--- src/hw/icm_pkg.sv ---
// Constants, register map and mode codes of the clock mode controller.
// Assumes a single 20 MHz bus clock and an AXI4-Lite register port.
`default_nettype none
package icm_pkg;
    // ------------------------------------------------------------------
    // Register map (byte addresses)
    // ------------------------------------------------------------------
    localparam logic [4:0] OFF_TRIM = 5'h00;
    localparam logic [4:0] OFF_STATUS = 5'h04;
    localparam logic [4:0] OFF_CTRL1 = 5'h08;
    localparam logic [4:0] OFF_CTRL2 = 5'h0C;
    // Control 1: source select 7:6, divider 5:3, ref select 2,
    // int ref out enable 1, int ref stop keep 0
    localparam int CLOCK_SOURCE_SELECT_LSB = 6;
    localparam int REFERENCE_DIVIDER_LSB = 3;
    localparam int IREF_SEL_BIT = 2;
    localparam int IREF_OE_BIT = 1;
    localparam int IREF_KEEP_BIT = 0;
    // Control 2: loop low power 3, osc request 2, ext out enable 1,
    // ext stop keep 0
    localparam int LP_BIT = 3;
    localparam int OSC_REQ_BIT = 2;
    localparam int EREF_OE_BIT = 1;
    localparam int EREF_KEEP_BIT = 0;
    // Status: ref source 4, mode 3:2, osc init 1, fine trim 0
    localparam int REF_ST_BIT = 4;
    localparam int MODE_ST_LSB = 2;
    localparam int OSC_DONE_BIT = 1;
    localparam int FINE_BIT = 0;
    // ------------------------------------------------------------------
    // Reset values
    // ------------------------------------------------------------------
    localparam logic [7:0] CTRL1_RESET = 8'h04;
    localparam logic [7:0] CTRL2_RESET = 8'h00;
    localparam logic [7:0] TRIM_RESET = 8'h80;
    localparam logic [1:0] AXI_OKAY = 2'h0;
    localparam logic [1:0] AXI_SLVERR = 2'h2;
    // ------------------------------------------------------------------
    // Timing
    // ------------------------------------------------------------------
    localparam longint MCLK_HZ = 20_000_000;
    localparam longint REF_MIN_MILLIHZ = 31_250_000;
    localparam longint REF_MAX_MILLIHZ = 39_062_500;
    // Divided reference period window in bus cycles (512..640)
    localparam logic [9:0] LOCK_MAX_CYC =
        10'(MCLK_HZ * 1000 / REF_MIN_MILLIHZ);
    localparam logic [9:0] LOCK_MIN_CYC =
        10'((MCLK_HZ * 1000 + REF_MAX_MILLIHZ - 1) / REF_MAX_MILLIHZ);
    localparam logic [1:0] SWITCH_EDGES = 2'h3;
    localparam int OSC_INIT_EDGES = 4096;
    // ------------------------------------------------------------------
    // Clock source codes and modes
    // ------------------------------------------------------------------
    localparam logic [1:0] SRC_LOOP = 2'h0;
    localparam logic [1:0] SRC_INT = 2'h1;
    localparam logic [1:0] SRC_EXT = 2'h2;
    typedef enum logic [2:0] {
        MODE_ENG_INT = 3'b000,
        MODE_ENG_EXT = 3'b001,
        MODE_BYP_INT = 3'b010,
        MODE_BYP_INT_LP = 3'b011,
        MODE_BYP_EXT = 3'b100,
        MODE_BYP_EXT_LP = 3'b101,
        MODE_STOP = 3'b110
    } icm_mode_t;
endpackage
`default_nettype wire

--- src/hw/icm_sync.sv ---
// Two flip-flop synchroniser for levels entering the bus clock domain.
// Assumes inputs change no faster than a quarter of the bus clock.
`default_nettype none
module icm_sync #(
    parameter int WIDTH = 2
) (
    input wire logic mclk,
    input wire logic reset,
    input wire logic [WIDTH-1:0] async,
    output logic [WIDTH-1:0] synced
);
    logic [WIDTH-1:0] stage1;

    always_ff @(posedge mclk)
    begin
        if (reset)
        begin
            stage1 <= '0;
            synced <= '0;
        end
        else
        begin
            stage1 <= async;
            synced <= stage1;
        end
    end
endmodule // icm_sync
`default_nettype wire

--- src/hw/icm_clock_mode_ctrl.sv ---
// Clock source mode controller: trim, status, seven-state mode machine
// and clock gating selects, with an AXI4-Lite register port.
// Assumes reference clock pins are free-running and slower than mclk/4.
//
// Function
// Eight-bit period trim drives the reference period, binary weighted.
// Fine trim bit is the least significant step of period trim.
// Reference source status follows select after synchronised switch.
// Mode status reports applied mode after synchronised switch.
// Osc init done sets after init edges when requested and needed.
// Osc init done clears only when ext enable or request clears.
// Status bits 7:5 read zero; software writes them as zero.
// Seven states; moves only between permitted modes.
// Engaged internal is the reset mode, with source 00, internal.
// Engaged modes use loop output, debug clock and reference on.
// Engaged external needs source 00, external, ref in lock range.
// Bypass internal: source 01, internal, debug or not low power.
// Bypass internal low power: loop off, debug clock off.
// Bypass external: source 10, external, debug or not low power.
// Bypass external low power: loop off, debug clock off.
// Stop makes outputs static; int ref runs if enabled and kept.
// In stop ext ref runs only if enabled and kept.
// Software changes divider with reference select in one write.
// Reference switch completes after a few new divided edges.
// Source select 11 acts as 00.
// Divider divides selected reference by two to its value.
// Loop low power disables loop in bypass unless debug active.
// Reference status crosses through two flip-flops first.
//
// Decided for this implementation: the placing of the registers and the AXI4-Lite slave port.
`default_nettype none
module icm_clock_mode_ctrl
    import icm_pkg::*;
#(
    parameter int OSC_EDGES = OSC_INIT_EDGES
) (
    input wire logic mclk,
    input wire logic reset,
    input wire logic [4:0] s_axi_awaddr,
    input wire logic s_axi_awvalid,
    output logic s_axi_awready,
    input wire logic [31:0] s_axi_wdata,
    input wire logic [3:0] s_axi_wstrb,
    input wire logic s_axi_wvalid,
    output logic s_axi_wready,
    output logic [1:0] s_axi_bresp,
    output logic s_axi_bvalid,
    input wire logic s_axi_bready,
    input wire logic [4:0] s_axi_araddr,
    input wire logic s_axi_arvalid,
    output logic s_axi_arready,
    output logic [31:0] s_axi_rdata,
    output logic [1:0] s_axi_rresp,
    output logic s_axi_rvalid,
    input wire logic s_axi_rready,
    input wire logic intRefClk,
    input wire logic extRefClk,
    input wire logic stopRequest,
    input wire logic debugModeActive,
    output logic [8:0] trimCode,
    output logic [2:0] refDivider,
    output logic loopRefInternal,
    output logic loopEnable,
    output logic [1:0] mainClockSelect,
    output logic mainClockEnable,
    output logic debugLinkClockEnable,
    output logic intRefClockEnable,
    output logic extRefClockEnable,
    output logic [2:0] modeState
);
    // ------------------------------------------------------------------
    // Registers
    // ------------------------------------------------------------------
    logic [7:0] periodTrim, ctrl1, ctrl2;
    logic finePeriodTrim, oscInitDone, refSourceStatus;
    logic [1:0] clockModeStatus;
    icm_mode_t state, next_state;
    logic awHeld, wHeld;
    logic [4:0] awAddrQ;
    logic [7:0] wDataQ;
    logic wStrbQ;
    logic doWrite;

    assign s_axi_awready = !awHeld && !s_axi_bvalid;
    assign s_axi_wready = !wHeld && !s_axi_bvalid;
    assign s_axi_arready = !s_axi_rvalid;
    assign doWrite = awHeld && wHeld && !s_axi_bvalid;

    always_ff @(posedge mclk)
    begin
        if (reset)
        begin
            awHeld <= 1'b0;
            wHeld <= 1'b0;
            awAddrQ <= '0;
            wDataQ <= '0;
            wStrbQ <= 1'b0;
            s_axi_bvalid <= 1'b0;
            s_axi_bresp <= AXI_OKAY;
        end
        else
        begin
            if (s_axi_awvalid && s_axi_awready)
            begin
                awHeld <= 1'b1;
                awAddrQ <= s_axi_awaddr;
            end
            if (s_axi_wvalid && s_axi_wready)
            begin
                wHeld <= 1'b1;
                wDataQ <= s_axi_wdata[7:0];
                wStrbQ <= s_axi_wstrb[0];
            end
            if (doWrite)
            begin
                awHeld <= 1'b0;
                wHeld <= 1'b0;
                s_axi_bvalid <= 1'b1;
                s_axi_bresp <= (awAddrQ > OFF_CTRL2 || awAddrQ[1:0] != 2'h0)
                    ? AXI_SLVERR : AXI_OKAY;
            end
            else if (s_axi_bready)
                s_axi_bvalid <= 1'b0;
        end
    end

    logic wrTrim, wrStatus;
    assign wrTrim = doWrite && wStrbQ && awAddrQ == OFF_TRIM;
    assign wrStatus = doWrite && wStrbQ && awAddrQ == OFF_STATUS;

    // Trim is not restored by a warm reset in the real part; here it
    // takes a plain default so simulation starts defined.
    always_ff @(posedge mclk)
    begin
        if (reset)
        begin
            periodTrim <= TRIM_RESET;
            finePeriodTrim <= 1'b0;
            ctrl1 <= CTRL1_RESET;
            ctrl2 <= CTRL2_RESET;
        end
        else
        begin
            if (wrTrim)
                periodTrim <= wDataQ;
            if (wrStatus)
                finePeriodTrim <= wDataQ[FINE_BIT];
            // Divider and reference select land in one write
            if (doWrite && wStrbQ && awAddrQ == OFF_CTRL1)
                ctrl1 <= wDataQ;
            if (doWrite && wStrbQ && awAddrQ == OFF_CTRL2)
                ctrl2 <= wDataQ & 8'h0F;
        end
    end

    logic [7:0] statusRead;
    assign statusRead = {3'b000, refSourceStatus, clockModeStatus,
                         oscInitDone, finePeriodTrim};

    always_ff @(posedge mclk)
    begin
        if (reset)
        begin
            s_axi_rvalid <= 1'b0;
            s_axi_rdata <= 32'h0000_0000;
            s_axi_rresp <= AXI_OKAY;
        end
        else if (s_axi_arvalid && s_axi_arready)
        begin
            s_axi_rvalid <= 1'b1;
            s_axi_rresp <= AXI_OKAY;
            s_axi_rdata <= 32'h0000_0000;
            if (s_axi_araddr[1:0] != 2'h0)
                s_axi_rresp <= AXI_SLVERR;
            else
                unique case (s_axi_araddr)
                    OFF_TRIM: s_axi_rdata[7:0] <= periodTrim;
                    OFF_STATUS: s_axi_rdata[7:0] <= statusRead;
                    OFF_CTRL1: s_axi_rdata[7:0] <= ctrl1;
                    OFF_CTRL2: s_axi_rdata[7:0] <= ctrl2;
                    default: s_axi_rresp <= AXI_SLVERR;
                endcase
        end
        else if (s_axi_rready)
            s_axi_rvalid <= 1'b0;
    end

    // ------------------------------------------------------------------
    // Control fields
    // ------------------------------------------------------------------
    logic [1:0] srcSelect;
    logic intRefSelect, lowPower, extOscRequest, extRefOutEn;
    assign srcSelect = (ctrl1[CLOCK_SOURCE_SELECT_LSB+:2] == 2'h3)
        ? SRC_LOOP : ctrl1[CLOCK_SOURCE_SELECT_LSB+:2];
    assign refDivider = ctrl1[REFERENCE_DIVIDER_LSB+:3];
    assign intRefSelect = ctrl1[IREF_SEL_BIT];
    assign lowPower = ctrl2[LP_BIT] && !debugModeActive;
    assign extOscRequest = ctrl2[OSC_REQ_BIT];
    assign extRefOutEn = ctrl2[EREF_OE_BIT];
    assign trimCode = {periodTrim, finePeriodTrim};

    // ------------------------------------------------------------------
    // Reference edges and divided reference
    // ------------------------------------------------------------------
    logic [1:0] refSync;
    logic [1:0] refPrev;
    logic intEdge, extEdge, loopRefEdge, divTick, inLockRange;
    logic [6:0] divCount, divLimit;
    logic [9:0] periodCount, lastPeriod;

    icm_sync #(.WIDTH(2)) u_ref_sync (
        .mclk(mclk),
        .reset(reset),
        .async({extRefClk, intRefClk}),
        .synced(refSync)
    );

    always_ff @(posedge mclk)
    begin
        if (reset)
            refPrev <= 2'b00;
        else
            refPrev <= refSync;
    end

    assign intEdge = refSync[0] && !refPrev[0];
    assign extEdge = refSync[1] && !refPrev[1];
    assign loopRefEdge = intRefSelect ? intEdge : extEdge;
    assign divLimit = 7'((8'h01 << refDivider) - 8'h01);
    assign divTick = loopRefEdge && divCount >= divLimit;
    assign inLockRange = lastPeriod >= LOCK_MIN_CYC
        && lastPeriod <= LOCK_MAX_CYC;

    // Period of the divided reference decides if the loop can lock
    always_ff @(posedge mclk)
    begin
        if (reset)
        begin
            divCount <= '0;
            periodCount <= '0;
            lastPeriod <= '0;
        end
        else
        begin
            if (divTick)
                divCount <= '0;
            else if (loopRefEdge)
                divCount <= divCount + 7'h01;
            if (divTick)
            begin
                lastPeriod <= periodCount;
                periodCount <= '0;
            end
            else if (periodCount != 10'h3FF)
                periodCount <= periodCount + 10'h001;
        end
    end

    // ------------------------------------------------------------------
    // Synchronised status switching
    // ------------------------------------------------------------------
    logic [1:0] refSwitchCount, modeSwitchCount;
    logic modeEdge;
    always_comb
    begin
        unique case (srcSelect)
            SRC_INT: modeEdge = intEdge;
            SRC_EXT: modeEdge = extEdge;
            default: modeEdge = divTick;
        endcase
    end

    // A missing new clock never produces edges, so the old one stays
    always_ff @(posedge mclk)
    begin
        if (reset)
        begin
            refSourceStatus <= 1'b1;
            refSwitchCount <= '0;
        end
        else if (intRefSelect == refSourceStatus)
            refSwitchCount <= '0;
        else if (divTick)
        begin
            if (refSwitchCount == SWITCH_EDGES - 2'h1)
                refSourceStatus <= intRefSelect;
            refSwitchCount <= refSwitchCount + 2'h1;
        end
    end

    always_ff @(posedge mclk)
    begin
        if (reset)
        begin
            clockModeStatus <= SRC_LOOP;
            modeSwitchCount <= '0;
        end
        else if (srcSelect == clockModeStatus)
            modeSwitchCount <= '0;
        else if (modeEdge)
        begin
            if (modeSwitchCount == SWITCH_EDGES - 2'h1)
                clockModeStatus <= srcSelect;
            modeSwitchCount <= modeSwitchCount + 2'h1;
        end
    end

    // ------------------------------------------------------------------
    // Oscillator initialisation
    // ------------------------------------------------------------------
    logic [12:0] oscCount;
    logic extRefNeeded, oscClear, prevOscReq, prevExtOe, oscSet;
    assign extRefNeeded = extRefOutEn || state == MODE_ENG_EXT
        || state == MODE_BYP_EXT || state == MODE_BYP_EXT_LP;
    assign oscSet = extOscRequest && extRefNeeded
        && oscCount == 13'(OSC_EDGES);
    assign oscClear = (prevOscReq && !extOscRequest)
        || (prevExtOe && !extRefOutEn);

    always_ff @(posedge mclk)
    begin
        if (reset)
        begin
            oscCount <= '0;
            oscInitDone <= 1'b0;
            prevOscReq <= 1'b0;
            prevExtOe <= 1'b0;
        end
        else
        begin
            prevOscReq <= extOscRequest;
            prevExtOe <= extRefOutEn;
            if (!extOscRequest || !extRefNeeded)
                oscCount <= '0;
            else if (extEdge && oscCount != 13'(OSC_EDGES))
                oscCount <= oscCount + 13'h0001;
            // Set wins over a clear in the same cycle
            if (oscSet)
                oscInitDone <= 1'b1;
            else if (oscClear)
                oscInitDone <= 1'b0;
        end
    end

    // ------------------------------------------------------------------
    // Mode machine
    // ------------------------------------------------------------------
    always_comb
    begin
        next_state = state;
        if (stopRequest)
            next_state = MODE_STOP;
        else
            unique case (clockModeStatus)
                SRC_INT:
                    if (refSourceStatus)
                        next_state = lowPower ? MODE_BYP_INT_LP
                                              : MODE_BYP_INT;
                SRC_EXT:
                    if (!refSourceStatus)
                        next_state = lowPower ? MODE_BYP_EXT_LP
                                              : MODE_BYP_EXT;
                default:
                    if (refSourceStatus)
                        next_state = MODE_ENG_INT;
                    else if (inLockRange)
                        next_state = MODE_ENG_EXT;
            endcase
    end

    always_ff @(posedge mclk)
    begin
        if (reset)
            state <= MODE_ENG_INT;
        else
            state <= next_state;
    end

    // ------------------------------------------------------------------
    // Clock selects and gates
    // ------------------------------------------------------------------
    logic inStop;
    assign inStop = state == MODE_STOP;
    always_ff @(posedge mclk)
    begin
        if (reset)
        begin
            loopEnable <= 1'b1;
            mainClockSelect <= SRC_LOOP;
            loopRefInternal <= 1'b1;
            intRefClockEnable <= 1'b0;
            extRefClockEnable <= 1'b0;
        end
        else
        begin
            loopRefInternal <= refSourceStatus;
            mainClockSelect <= clockModeStatus;
            loopEnable <= next_state == MODE_ENG_INT
                || next_state == MODE_ENG_EXT
                || next_state == MODE_BYP_INT
                || next_state == MODE_BYP_EXT;
            intRefClockEnable <= ctrl1[IREF_OE_BIT]
                && (next_state != MODE_STOP
                    || ctrl1[IREF_KEEP_BIT]);
            extRefClockEnable <= extRefOutEn
                && (next_state != MODE_STOP
                    || ctrl2[EREF_KEEP_BIT]);
        end
    end

    // Debug clock shares the loop; main clock stops with the machine
    assign debugLinkClockEnable = loopEnable;
    assign mainClockEnable = !inStop;
    assign modeState = state;

    // ------------------------------------------------------------------
    // Checks
    // ------------------------------------------------------------------
    a_trim_write: assert property (@(posedge mclk) disable iff (reset)
        wrTrim |=> trimCode[8:1] == $past(wDataQ))
        else $error("period trim not applied");
    a_fine_write: assert property (@(posedge mclk) disable iff (reset)
        wrStatus |=> trimCode[0] == $past(wDataQ[0]))
        else $error("fine trim not applied");
    a_ref_switch: assert property (@(posedge mclk) disable iff (reset)
        $changed(refSourceStatus) |-> $past(divTick)
            && refSourceStatus == $past(intRefSelect))
        else $error("reference status changed without switch edge");
    a_osc_set: assert property (@(posedge mclk) disable iff (reset)
        $rose(oscInitDone) |-> $past(extOscRequest) && $past(extRefNeeded))
        else $error("osc init done set without request");
    a_osc_clear: assert property (@(posedge mclk) disable iff (reset)
        $fell(oscInitDone) |-> $past(oscClear))
        else $error("osc init done cleared by wrong event");
    a_status_rsvd: assert property (@(posedge mclk) disable iff (reset)
        s_axi_rvalid |-> s_axi_rdata[31:8] == 24'h00_0000
            && ($past(s_axi_araddr) != OFF_STATUS
                || s_axi_rdata[7:5] == 3'b000))
        else $error("reserved read bits not zero");
    a_reset_mode: assert property (@(posedge mclk)
        $past(reset) && !reset |-> state == MODE_ENG_INT
            && loopEnable && mainClockEnable)
        else $error("machine not in engaged internal after reset");
    a_lp_loop_off: assert property (@(posedge mclk) disable iff (reset)
        (state == MODE_BYP_INT_LP || state == MODE_BYP_EXT_LP)
            |-> !loopEnable && !debugLinkClockEnable)
        else $error("loop running in low power bypass");
    a_stop_static: assert property (@(posedge mclk) disable iff (reset)
        inStop |-> !mainClockEnable && !loopEnable
            && (!intRefClockEnable || $past(ctrl1[IREF_KEEP_BIT])))
        else $error("clock running in stop");
    a_stop_ext: assert property (@(posedge mclk) disable iff (reset)
        inStop && $past(inStop) && $stable(ctrl2) |-> extRefClockEnable
            == (ctrl2[EREF_OE_BIT] && ctrl2[EREF_KEEP_BIT]))
        else $error("ext reference gate wrong in stop");
endmodule // icm_clock_mode_ctrl
`default_nettype wire

--- config.mk ---
export PLATFORM = sky130hd
export DESIGN_NAME = icm_clock_mode_ctrl
export DESIGN_NICKNAME = d
export VERILOG_FILES = /design/src/hw/icm_pkg.sv /design/src/hw/icm_sync.sv /design/src/hw/icm_clock_mode_ctrl.sv
export SDC_FILE = /design/constraint.sdc
export NUM_CORES = 1
export LEC_CHECK = 0
export ABC_AREA = 0
export BUFFER_PORTS_ARGS = -buffer_cell sky130_fd_sc_hd__buf_4
export CORE_AREA = 2 2 136 138
export CTS_BUF_LIST = sky130_fd_sc_hd__clkbuf_4
export CTS_CLUSTER_DIAMETER = 60
export DETAILED_ROUTE_END_ITERATION = 10
export DIE_AREA = 0 0 138 140
export GPL_ROUTABILITY_DRIVEN = 0
export SYNTH_ARGS = -nofsm -noshare
export SYNTH_HDL_FRONTEND = slang
export SYNTH_SLANG_ARGS = --single-unit
export TNS_END_PERCENT = 30
--- constraint.sdc ---
create_clock -name mclk -period 3.4 [get_ports mclk]
set_clock_uncertainty 0.1 [all_clocks]
set_input_delay 0 -clock mclk [delete_from_list [all_inputs] [get_ports mclk]]
set_output_delay 0 -clock mclk [all_outputs]
set_load 0.02 [all_outputs]
# ---- After elaboration in Yosys (flattened, before gate mapping)
# Cells that the tools add are included.
dict set report word_totals {
  in_bits 57
  wordCells 157
  regBits 116
  output_inout_bits 64
}
dict set report op_classes {
  n_reduce_logical 62
  magnitude_cmp 4
  shifts 1
  addsub 6
  n_mux 22
  n_eq_ne 26
  n_bitwise 2
}
# operator count
set op_table {}
lappend op_table {{case mux 8 bit (4 select lines)} 1}
lappend op_table {{logical AND 1 bit} 24}
lappend op_table {{== test 5 x 4 -> 1 bit (second input constant)} 4}
lappend op_table {{two-way mux 3 bit} 5}
lappend op_table {{adder 13 x 1 -> 13 bit (second input constant)} 1}
lappend op_table {{== test 13 bit (second input constant)} 1}
lappend op_table {{inequality test 13 bit (second input constant)} 1}
lappend op_table {{== test 3 bit (second input constant)} 4}
lappend op_table {{logical NOT 1 bit} 11}
lappend op_table {{logical OR 1 bit} 11}
lappend op_table {{adder 10 x 1 -> 10 bit (second input constant)} 1}
lappend op_table {{== test 2 bit (second input constant)} 5}
lappend op_table {{== test 5 x 3 -> 1 bit (second input constant)} 2}
lappend op_table {{>= comparator 10 bit (second input constant)} 1}
lappend op_table {{<= comparator 10 bit (second input constant)} 1}
lappend op_table {{logical NOT 5 bit} 2}
lappend op_table {{inequality test 10 bit (second input constant)} 1}
lappend op_table {{nonzero test 2 bit} 5}
lappend op_table {{OR reduction 2 bit} 5}
lappend op_table {{two-way mux 1 bit} 9}
lappend op_table {{two-way mux 2 bit} 4}
lappend op_table {{two-way mux 8 bit} 1}
lappend op_table {{adder 7 x 1 -> 7 bit (second input constant)} 1}
lappend op_table {{>= comparator 7 bit} 1}
lappend op_table {{other kinds (16)} 21}

# ---- Logic depth before layout (Yosys ltp)
# Gate-level depths: netlist of run 1.
dict set report logic_depth {
  word_depth 10
  ltp_mapped 9
  ltp_nobuf 7
}

# ---- Cells and area by module
# Synthesis of run 1 repeated with hierarchy kept, for this count alone.
dict set report hier_totals {
  cells_unflattened 592
  area_unflattened_um2 5275.1
}
# module seq_area_each_um2 area_per_inst_um2 cells_per_inst n_inst
set by_module_without_submodules {}
lappend by_module_without_submodules {icm_clock_mode_ctrl 2202.1 5170.0 584 1}
lappend by_module_without_submodules {icm_sync 80.1 105.1 8 1}

# ---- Worst setup path before layout of run 1
# No wires, ideal clock.
dict set report synth_timing {
  path_type {register -> register}
  start {register ctrl1[5]}
  end {register divCount[1]}
  setup_ns 0.071
  slack_ns 0.751
  n_path_buf 2
  arrival_time_ns 2.478
  path_stages_with_launch 10
  required_ns 3.229
  synth_period_minus_slack_ns 2.649
  path_cell_list {dfxtp_1 -> clkbuf_1 -> or3_1 -> ha_1 -> nand2b_1 -> a2111oi_1 -> o21a_1 -> o21ai_1 -> clkbuf_1 -> a21oi_1}
}
dict set report synth_between {
  elab_chain_len 5
}
# item line_no
set synth_rtl {}
lappend synth_rtl {{start, declared} icm_clock_mode_ctrl.sv:74} ;# logic [7:0] periodTrim, ctrl1, ctrl2;
lappend synth_rtl {{start signal, assigned} icm_clock_mode_ctrl.sv:150} ;# ctrl1 <= wDataQ;
lappend synth_rtl {{left shift 1 x 3 -> 7 bit} icm_clock_mode_ctrl.sv:229} ;# assign divLimit = 7'((8'h01 << refDivider) - 8'h01);
lappend synth_rtl {{subtractor 7 x 1 -> 7 bit} icm_clock_mode_ctrl.sv:229}
lappend synth_rtl {{>= comparator 7 bit} icm_clock_mode_ctrl.sv:230} ;# assign divTick = loopRefEdge && divCount >= divLimit;
lappend synth_rtl {{logical AND 1 bit} icm_clock_mode_ctrl.sv:230}
lappend synth_rtl {{OR reduction 2 bit (no line)} n/a}
lappend synth_rtl {{end signal, assigned} icm_clock_mode_ctrl.sv:248} ;# divCount <= divCount + 7'h01;
lappend synth_rtl {{end, declared} icm_clock_mode_ctrl.sv:208} ;# logic [6:0] divCount, divLimit;
# No other way between the ends.
# A chain may end at the register's enable or synchronous reset.

# ---- Final worst setup path of run 1
dict set report layout_timing {
  start {register s_axi_rvalid}
  end {register s_axi_rdata[7]}
}
dict set report layout_between {
  elab_chain_len 2
}
# item line_no
set layout_rtl {}
lappend layout_rtl {{start, declared} icm_clock_mode_ctrl.sv:54} ;# output logic s_axi_rvalid,
lappend layout_rtl {{start signal, assigned} icm_clock_mode_ctrl.sv:164} ;# s_axi_rvalid <= 1'b0;
lappend layout_rtl {{start signal, assigned} icm_clock_mode_ctrl.sv:170} ;# s_axi_rvalid <= 1'b1;
lappend layout_rtl {{start signal, assigned} icm_clock_mode_ctrl.sv:185} ;# s_axi_rvalid <= 1'b0;
lappend layout_rtl {{logical NOT 1 bit} icm_clock_mode_ctrl.sv:86} ;# assign s_axi_arready = !s_axi_rvalid;
lappend layout_rtl {{logical AND 1 bit} icm_clock_mode_ctrl.sv:168} ;# else if (s_axi_arvalid && s_axi_arready)
lappend layout_rtl {{end signal, assigned} icm_clock_mode_ctrl.sv:177} ;# OFF_TRIM: s_axi_rdata[7:0] <= periodTrim;
lappend layout_rtl {{end signal, assigned} icm_clock_mode_ctrl.sv:178} ;# OFF_STATUS: s_axi_rdata[7:0] <= statusRead;
lappend layout_rtl {{end signal, assigned} icm_clock_mode_ctrl.sv:179} ;# OFF_CTRL1: s_axi_rdata[7:0] <= ctrl1;
lappend layout_rtl {{end, declared} icm_clock_mode_ctrl.sv:52} ;# output logic [31:0] s_axi_rdata,
# No other way between the ends.

==> results of run 1 <==
cell type report:
cell class | instances | area (um2)
Fill cell | 1810 | 10900
Multi-Input combinational cell | 426 | 2680
Sequential cell | 114 | 2280
Timing Repair Buffer | 139 | 1200
Tap cell | 229 | 287
Clock inverter | 13 | 184
Clock buffer | 19 | 143
Inverter | 18 | 67.6
flip-flops by register name, indices dropped and copies added (netlist names), 2 cells and up:
name,count
clockModeStatus,2
oscCount,13
lastPeriod,10
refSwitchCount,2
wDataQ,8
periodCount,10
s_axi_rdata,8
refPrev,2
u_ref_sync.synced,2
mainClockSelect,2
awAddrQ,5
periodTrim,8
u_ref_sync.stage1,2
ctrl1,8
divCount,7
modeState,3
ctrl2,4
modeSwitchCount,2
through the flow:
stage / worst slack, ps / hold slack, ps / cells / utilization [%] / cell area [um2]
2_1_floorplan: 751 / -19.9 / 614 / - / 5350
3_3_place_gp: 581 / 124 / 864 / 33.1 / 5880
3_5_place_dp: 543 / 131 / 864 / 33.1 / 5880
4_1_cts: 55.8 / 87.6 / 958 / 38.4 / 6830
5_1_grt: 76.4 / 97.1 / 958 / 38.5 / 6840
6_report: 228 / 134 / 958 / 38.5 / 6840
repair_timing:
item,in CTS,in global routing
resized for setup,0,3
setup endpoints to repair,0,1
hold endpoints to repair,58,0
hold buffers,62,0
worst max path at each step:
stage                       startpoint              to  slack (ps)  cells past startpoint
final                     s_axi_rvalid  s_axi_rdata[7]         230                      9
after global routing      s_axi_rvalid  s_axi_rdata[7]          80                      9
after CTS                 s_axi_rvalid  s_axi_rdata[7]          60                      9
after detailed placement      ctrl1[4]  periodCount[4]         540                      8
after global placement        ctrl1[4]  periodCount[4]         580                      8
after floorplan               ctrl1[5]     divCount[1]         750                      9
report_power, final:
part	switching (uW)	total (uW)	internal [uW]
Combinational	135	265	131
Clock	550	1150	601
Sequential	24.7	1390	1360
Total	709	2800	2090
cell usage in the layout (no fill, tap or decap), drive strengths merged, types with 6 or more instances in the layout:
cell         count
or3              9
xor2             9
ha              19
nor2            73
nand2b           7
nand4            6
o21ai           28
conb            26
nand3b           6
clkbuf          19
a21oi           40
xnor2           10
a22oi            8
inv             19
buf             77
mux2             6
nand2           47
nor3             9
nor2b           16
dfxtp          114
nand3           20
mux2i           28
dlygate4sd3     62
cell families (layout without fill, tap and decap cells):
family	after synthesis	count (layout)	synth area share, %
AOI/OAI and AO/OA	105	105	12.4
DFF	114	114	43.4
other	1	26	0.0714
muxes	38	38	8.33
buffers and inverters	74	189	7.64
adders and majority gates	19	19	4.52
and+or+nand+nor	219	219	20.5
xor gates and xnor gates	19	19	3.17
metal layers:
layer / GRT usage, % / up-vias
met1: 17.2 / 2087
met2: 22.4 / 95
met3: 3.76 / 15
met5: 0 / -
li1: - / 2245
met4: 5.21 / 0
critical path: cells and delay by family, from the launching register on:
family / cells / cell delay, ps
compound gates: 1 / 160
buf+inv: 4 / 1910
flops: 1 / 400
simple gates: 4 / 470
==> results.toml, run 1 <==
[hold_path]
min_to = "u_ref_sync.stage1[0]"
holdPathStages = 3
min_from = "intRefClk"
hp-class = "input port to register"

[critical_path]
cp_cell_sequence = "nand2b_4 > nor4_2 > dlygate4sd3_1 > buf_4 > nor2b_1 > dlygate4sd3_1 > a22oi_1 > dlygate4sd3_1 > nor2_1"
r2r_start = "s_axi_rvalid"
reg2reg_setup_slack_ps = 230
startpoint_type = "register"
cp-end-kind = "register"
path_class = "register to register"
slowest_stage = "dlygate4sd3_1"
cp.required_ps = 3710
crit_fanout = 10
cp_common_cell = "dlygate4sd3_1"
rr_endpoint = "s_axi_rdata[7]"
arrival_ps = 3480
reg2regPathDepth = 9
slowest_delay_ps = 590

[logic_synthesis]
yosys_warnings = 0
yosysSeqAreaShare_pct = 43.4
yosysTopAreaCellShare_pct = 43.4
synth.avg_cell_area_um2 = 8.92
synthArstFlopShare_pct = 0
synth_commonest_cells = "dfxtp_1, nor2_1, nand2_1"
synth_seq_cells = 114
yosysTopAreaCell = "dfxtp_1"
synth.most_common_cell = "dfxtp_1"
syn_area_um2 = 5260
synth_area_leaders = "dfxtp_1, mux2i_1, nor2_1"
synth_ff_type = "dfxtp_1"
synth_cell_types = 61
synthCells = 589
synth_edf_count = 0

[cells_and_area]
syn_to_final_growth_pct = 30.2
antenna_cells = 0
layout-drive-gt1-share_pct = 17.1
final_nets = 792

[floorplan]
dieWidth_um = 138
io_pins = 121
start_util_pct = 29.6
die_h_um = 140
fp.dieArea_um2 = 19300
coreArea_um2 = 17800
row_count = 49

[power]
fin_total_pwr_uw = 2800
ir_worst_vdd_mv = 0.317
p_leak_uw = 0.00273
cellPowerDensity_nw_per_um2 = 410

[drt]
ant_nets = 0
wirelength_um = 13000
post_drt_wl_per_cell_um = 13.6
via_per_inst = 4.64
dr_wl_met3_um = 516
drtIter0Drc = 186
routed.top_layer = "met4"
drcViolationCount = 0
dr_wl_met2_um = 6220
num_vias = 4442
drt-met1-wl_um = 6110
dr.pass1.iters = 4

[grt]
antenna_found_initial = 0
grt_pass1_wl_um = 21400
grt-ovfl-total = 0
track_usage_pct = 13.7
grt_max_degree = 74
grt_pass1_vias = 4251

[timing]
period_share_pct = 93.3
hold_viol = 0
maxSlewHeadroom_pct = 22.0
max_freq_mhz = 315
final_max_slew_viol_count = 0
grt_setup_unrepaired = "no"
setup_viol = 0
worstMarginPinSlew_ps = 1160
setup_tns_ps = 0
fin_crit_ps = 3170

[placement]
port_buffers = 67
dpl.hpwl_um = 8780

[cts]
clk_pin_slew_ps = 110
htreeDepth = 4
cts_tree = "done"
cts.sinks = 114
cts_buffer_depth = 2
clkLatencyLatePin_ps = 540
clockRootBuffer = "clkbuf_4"
numCtsBuffers = 17
cts_setup_buffers = 0

[run]
drv_cap = 0

[outcome]
status = "finished, final reports clean"
(Power assumes the default switching activity.)
==> inputs of run 2 (changes only) <==
--- a/config.mk
+++ b/config.mk
@@ -15,5 +15,6 @@
 export GPL_ROUTABILITY_DRIVEN = 0
 export SYNTH_ARGS = -nofsm -noshare
 export SYNTH_HDL_FRONTEND = slang
+export SYNTH_HIERARCHICAL = 1
 export SYNTH_SLANG_ARGS = --single-unit
 export TNS_END_PERCENT = 30
==> results.toml, run 2 <==
[logic_synthesis]
yosysTopAreaCell = "dfxtp_1"
synth.most_common_cell = "dfxtp_1"
yosysTopAreaCellShare_pct = 43.3
synth_edf_count = 0
synth_seq_cells = 114
synth.avg_cell_area_um2 = 8.91
synth_cell_types = 63
synth_area_leaders = "dfxtp_1, mux2i_1, nor2_1"
synth_ff_type = "dfxtp_1"
syn_area_um2 = 5280
synthCells = 592
yosysSeqAreaShare_pct = 43.3
yosys_warnings = 6
synthArstFlopShare_pct = 0
synth_commonest_cells = "dfxtp_1, nor2_1, nand2_1"

[grt]
antenna_found_initial = 0
grt_max_degree = 68
grt_pass1_vias = 4176
grt-ovfl-total = 0
track_usage_pct = 13.1
grt_pass1_wl_um = 20700

[critical_path]
r2r_start = "s_axi_rvalid"
crit_fanout = 10
reg2regPathDepth = 9
cp.required_ps = 3740
rr_endpoint = "s_axi_rdata[6]"
arrival_ps = 3510
path_class = "register to register"
startpoint_type = "register"
cp-end-kind = "register"
reg2reg_setup_slack_ps = 230

[timing]
final_max_slew_viol_count = 0
fin_crit_ps = 3170
maxSlewHeadroom_pct = 27.3
max_freq_mhz = 315
setup_viol = 0
setup_tns_ps = 0
hold_viol = 0
grt_setup_unrepaired = "no"
period_share_pct = 93.3
worstMarginPinSlew_ps = 1090

[drt]
via_per_inst = 4.63
wirelength_um = 12400
drcViolationCount = 0
ant_nets = 0
num_vias = 4389
dr.pass1.iters = 7
drtIter0Drc = 198
post_drt_wl_per_cell_um = 13.1

[hold_path]
holdPathStages = 3
min_to = "refPrev[1]"
min_from = "reset"
hp-class = "input port to register"

[floorplan]
fp.dieArea_um2 = 19300
io_pins = 121
start_util_pct = 29.7
row_count = 49
dieWidth_um = 138
die_h_um = 140
coreArea_um2 = 17800

[cts]
clkLatencyLatePin_ps = 510
clk_pin_slew_ps = 110
cts_buffer_depth = 2
cts.sinks = 114
cts_setup_buffers = 0
cts_tree = "done"
htreeDepth = 4
numCtsBuffers = 17
clockRootBuffer = "clkbuf_4"

[placement]
dpl.hpwl_um = 8490
dp_cells = 868
port_buffers = 67

[cells_and_area]
largest_register_ffs = 13
reg_top3 = "oscCount: 13 flops, lastPeriod: 10 flops, periodCount: 10 flops"
layout_commonest_cell = "dfxtp_1"
finalNonFillerCells = 947
antenna_cells = 0
final_cell_mix = "dfxtp_1, buf_4, nor2_1, dlygate4sd3_1, nand2_1"
syn_to_final_growth_pct = 26.5
regMostFlops = "oscCount"
layout-drive-gt1-share_pct = 17.8
final_nets = 782

[power]
p_clk_share_pct = 37.2
ir_worst_vdd_mv = 0.207
p_int_uw = 1930
p_sw_uw = 675
combPwrFrac_pct = 9.7
netSwitchingFraction_pct = 25.9
p_leak_uw = 0.00259
cellPowerDensity_nw_per_um2 = 391
seq_power_share_pct = 53.1

[run]
drv_cap = 0

[outcome]
status = "finished, final reports clean"
==> run 2: cell types whose count changed after synthesis, moves of 4 or more <==
cell / before / now
nand3_1: 20 / 24
xor2_1: 9 / 13
nor3_1: 9 / 13
xnor2_1: 10 / 6
nand2_1: 47 / 43
==> run 2: logic make-up after synthesis <==
group,synth area share (%)
and+or+nand+nor,20.5
DFF,43.3
AOI/OAI and AO/OA,12.1
buffers and inverters,7.92
muxes,8.49
adders and majority gates,4.51
xor gates and xnor gates,3.15
other,0.0711
==> run 2: power groups by stage <==
| stage | clock network, uW | registers [uW] | logic, uW |
|---|---|---|---|
| final | 971 | 1390 | 252 |
| after global routing | 1060 | 1390 | 276 |
| after CTS | 1010 | 1390 | 251 |
| after detailed placement | 0 | 1420 | 196 |
| after global placement | 0 | 1420 | 194 |
| after floorplan | 0 | 1420 | 147 |
==> run 2: layout make-up <==
class                           count  area (um2)
Clock buffer                       20         150
Clock inverter                     11         115
Fill cell                        1829       11100
Inverter                           20        75.1
Multi-Input combinational cell    425        2680
Sequential cell                   114        2280
Tap cell                          229         287
Timing Repair Buffer              128        1080
==> run 2: routing by layer <==
metal  track usage [%]  routed length, um  share of wire [%]  vias to the layer above
met2              20.2               5580                 45                       86
met1              17.3               6010                 48                     2054
li1                  -                  -                  -                     2229
met4              5.69                327                2.6                        0
met5                 0                  0                  0                        -
met3              3.45                515                4.1                       20
==> run 2: worst max-delay path by stage <==
stage	from	to	slack, ps	cells after the start
6_report	s_axi_rvalid	s_axi_rdata[6]	230	9
5_1_grt	s_axi_rvalid	s_axi_rdata[6]	4	9
4_1_cts	s_axi_rvalid	s_axi_rdata[6]	150	9
3_5_place_dp	ctrl1[4]	periodCount[8]	720	9
3_3_place_gp	ctrl1[4]	periodCount[8]	730	9
2_1_floorplan	ctrl1[5]	divCount[2]	770	9
==> run 2: worst max-delay path: stages (launching register included) <==
cell and delay, ps:
dfxtp_1 340, nand2b_2 280, nor4_1 190, dlygate4sd3_1 590, buf_4 150, nor2b_1 130, dlygate4sd3_1 600, a22oi_1 80
dlygate4sd3_1 560, nor2_1 80
==> run 2: per-stage QoR <==
step	utilization (%)	total power (uW)	instance area (um2)	worst slack, ps	hold WS, ps
global route	37.5	2730	6670	3.79	138
finish	37.5	2610	6670	229	155
global placement	33.3	1610	5920	727	125
CTS	37.5	2650	6670	150	105
floorplan	-	1560	5370	768	-28.4
detailed placement	33.3	1610	5920	717	122
==> run 2: what timing repair did <==
item,4_1_cts,5_1_grt
hold buffers,48,0
hold endpoints to repair,46,0
resized for setup,0,1
setup endpoints to repair,0,1
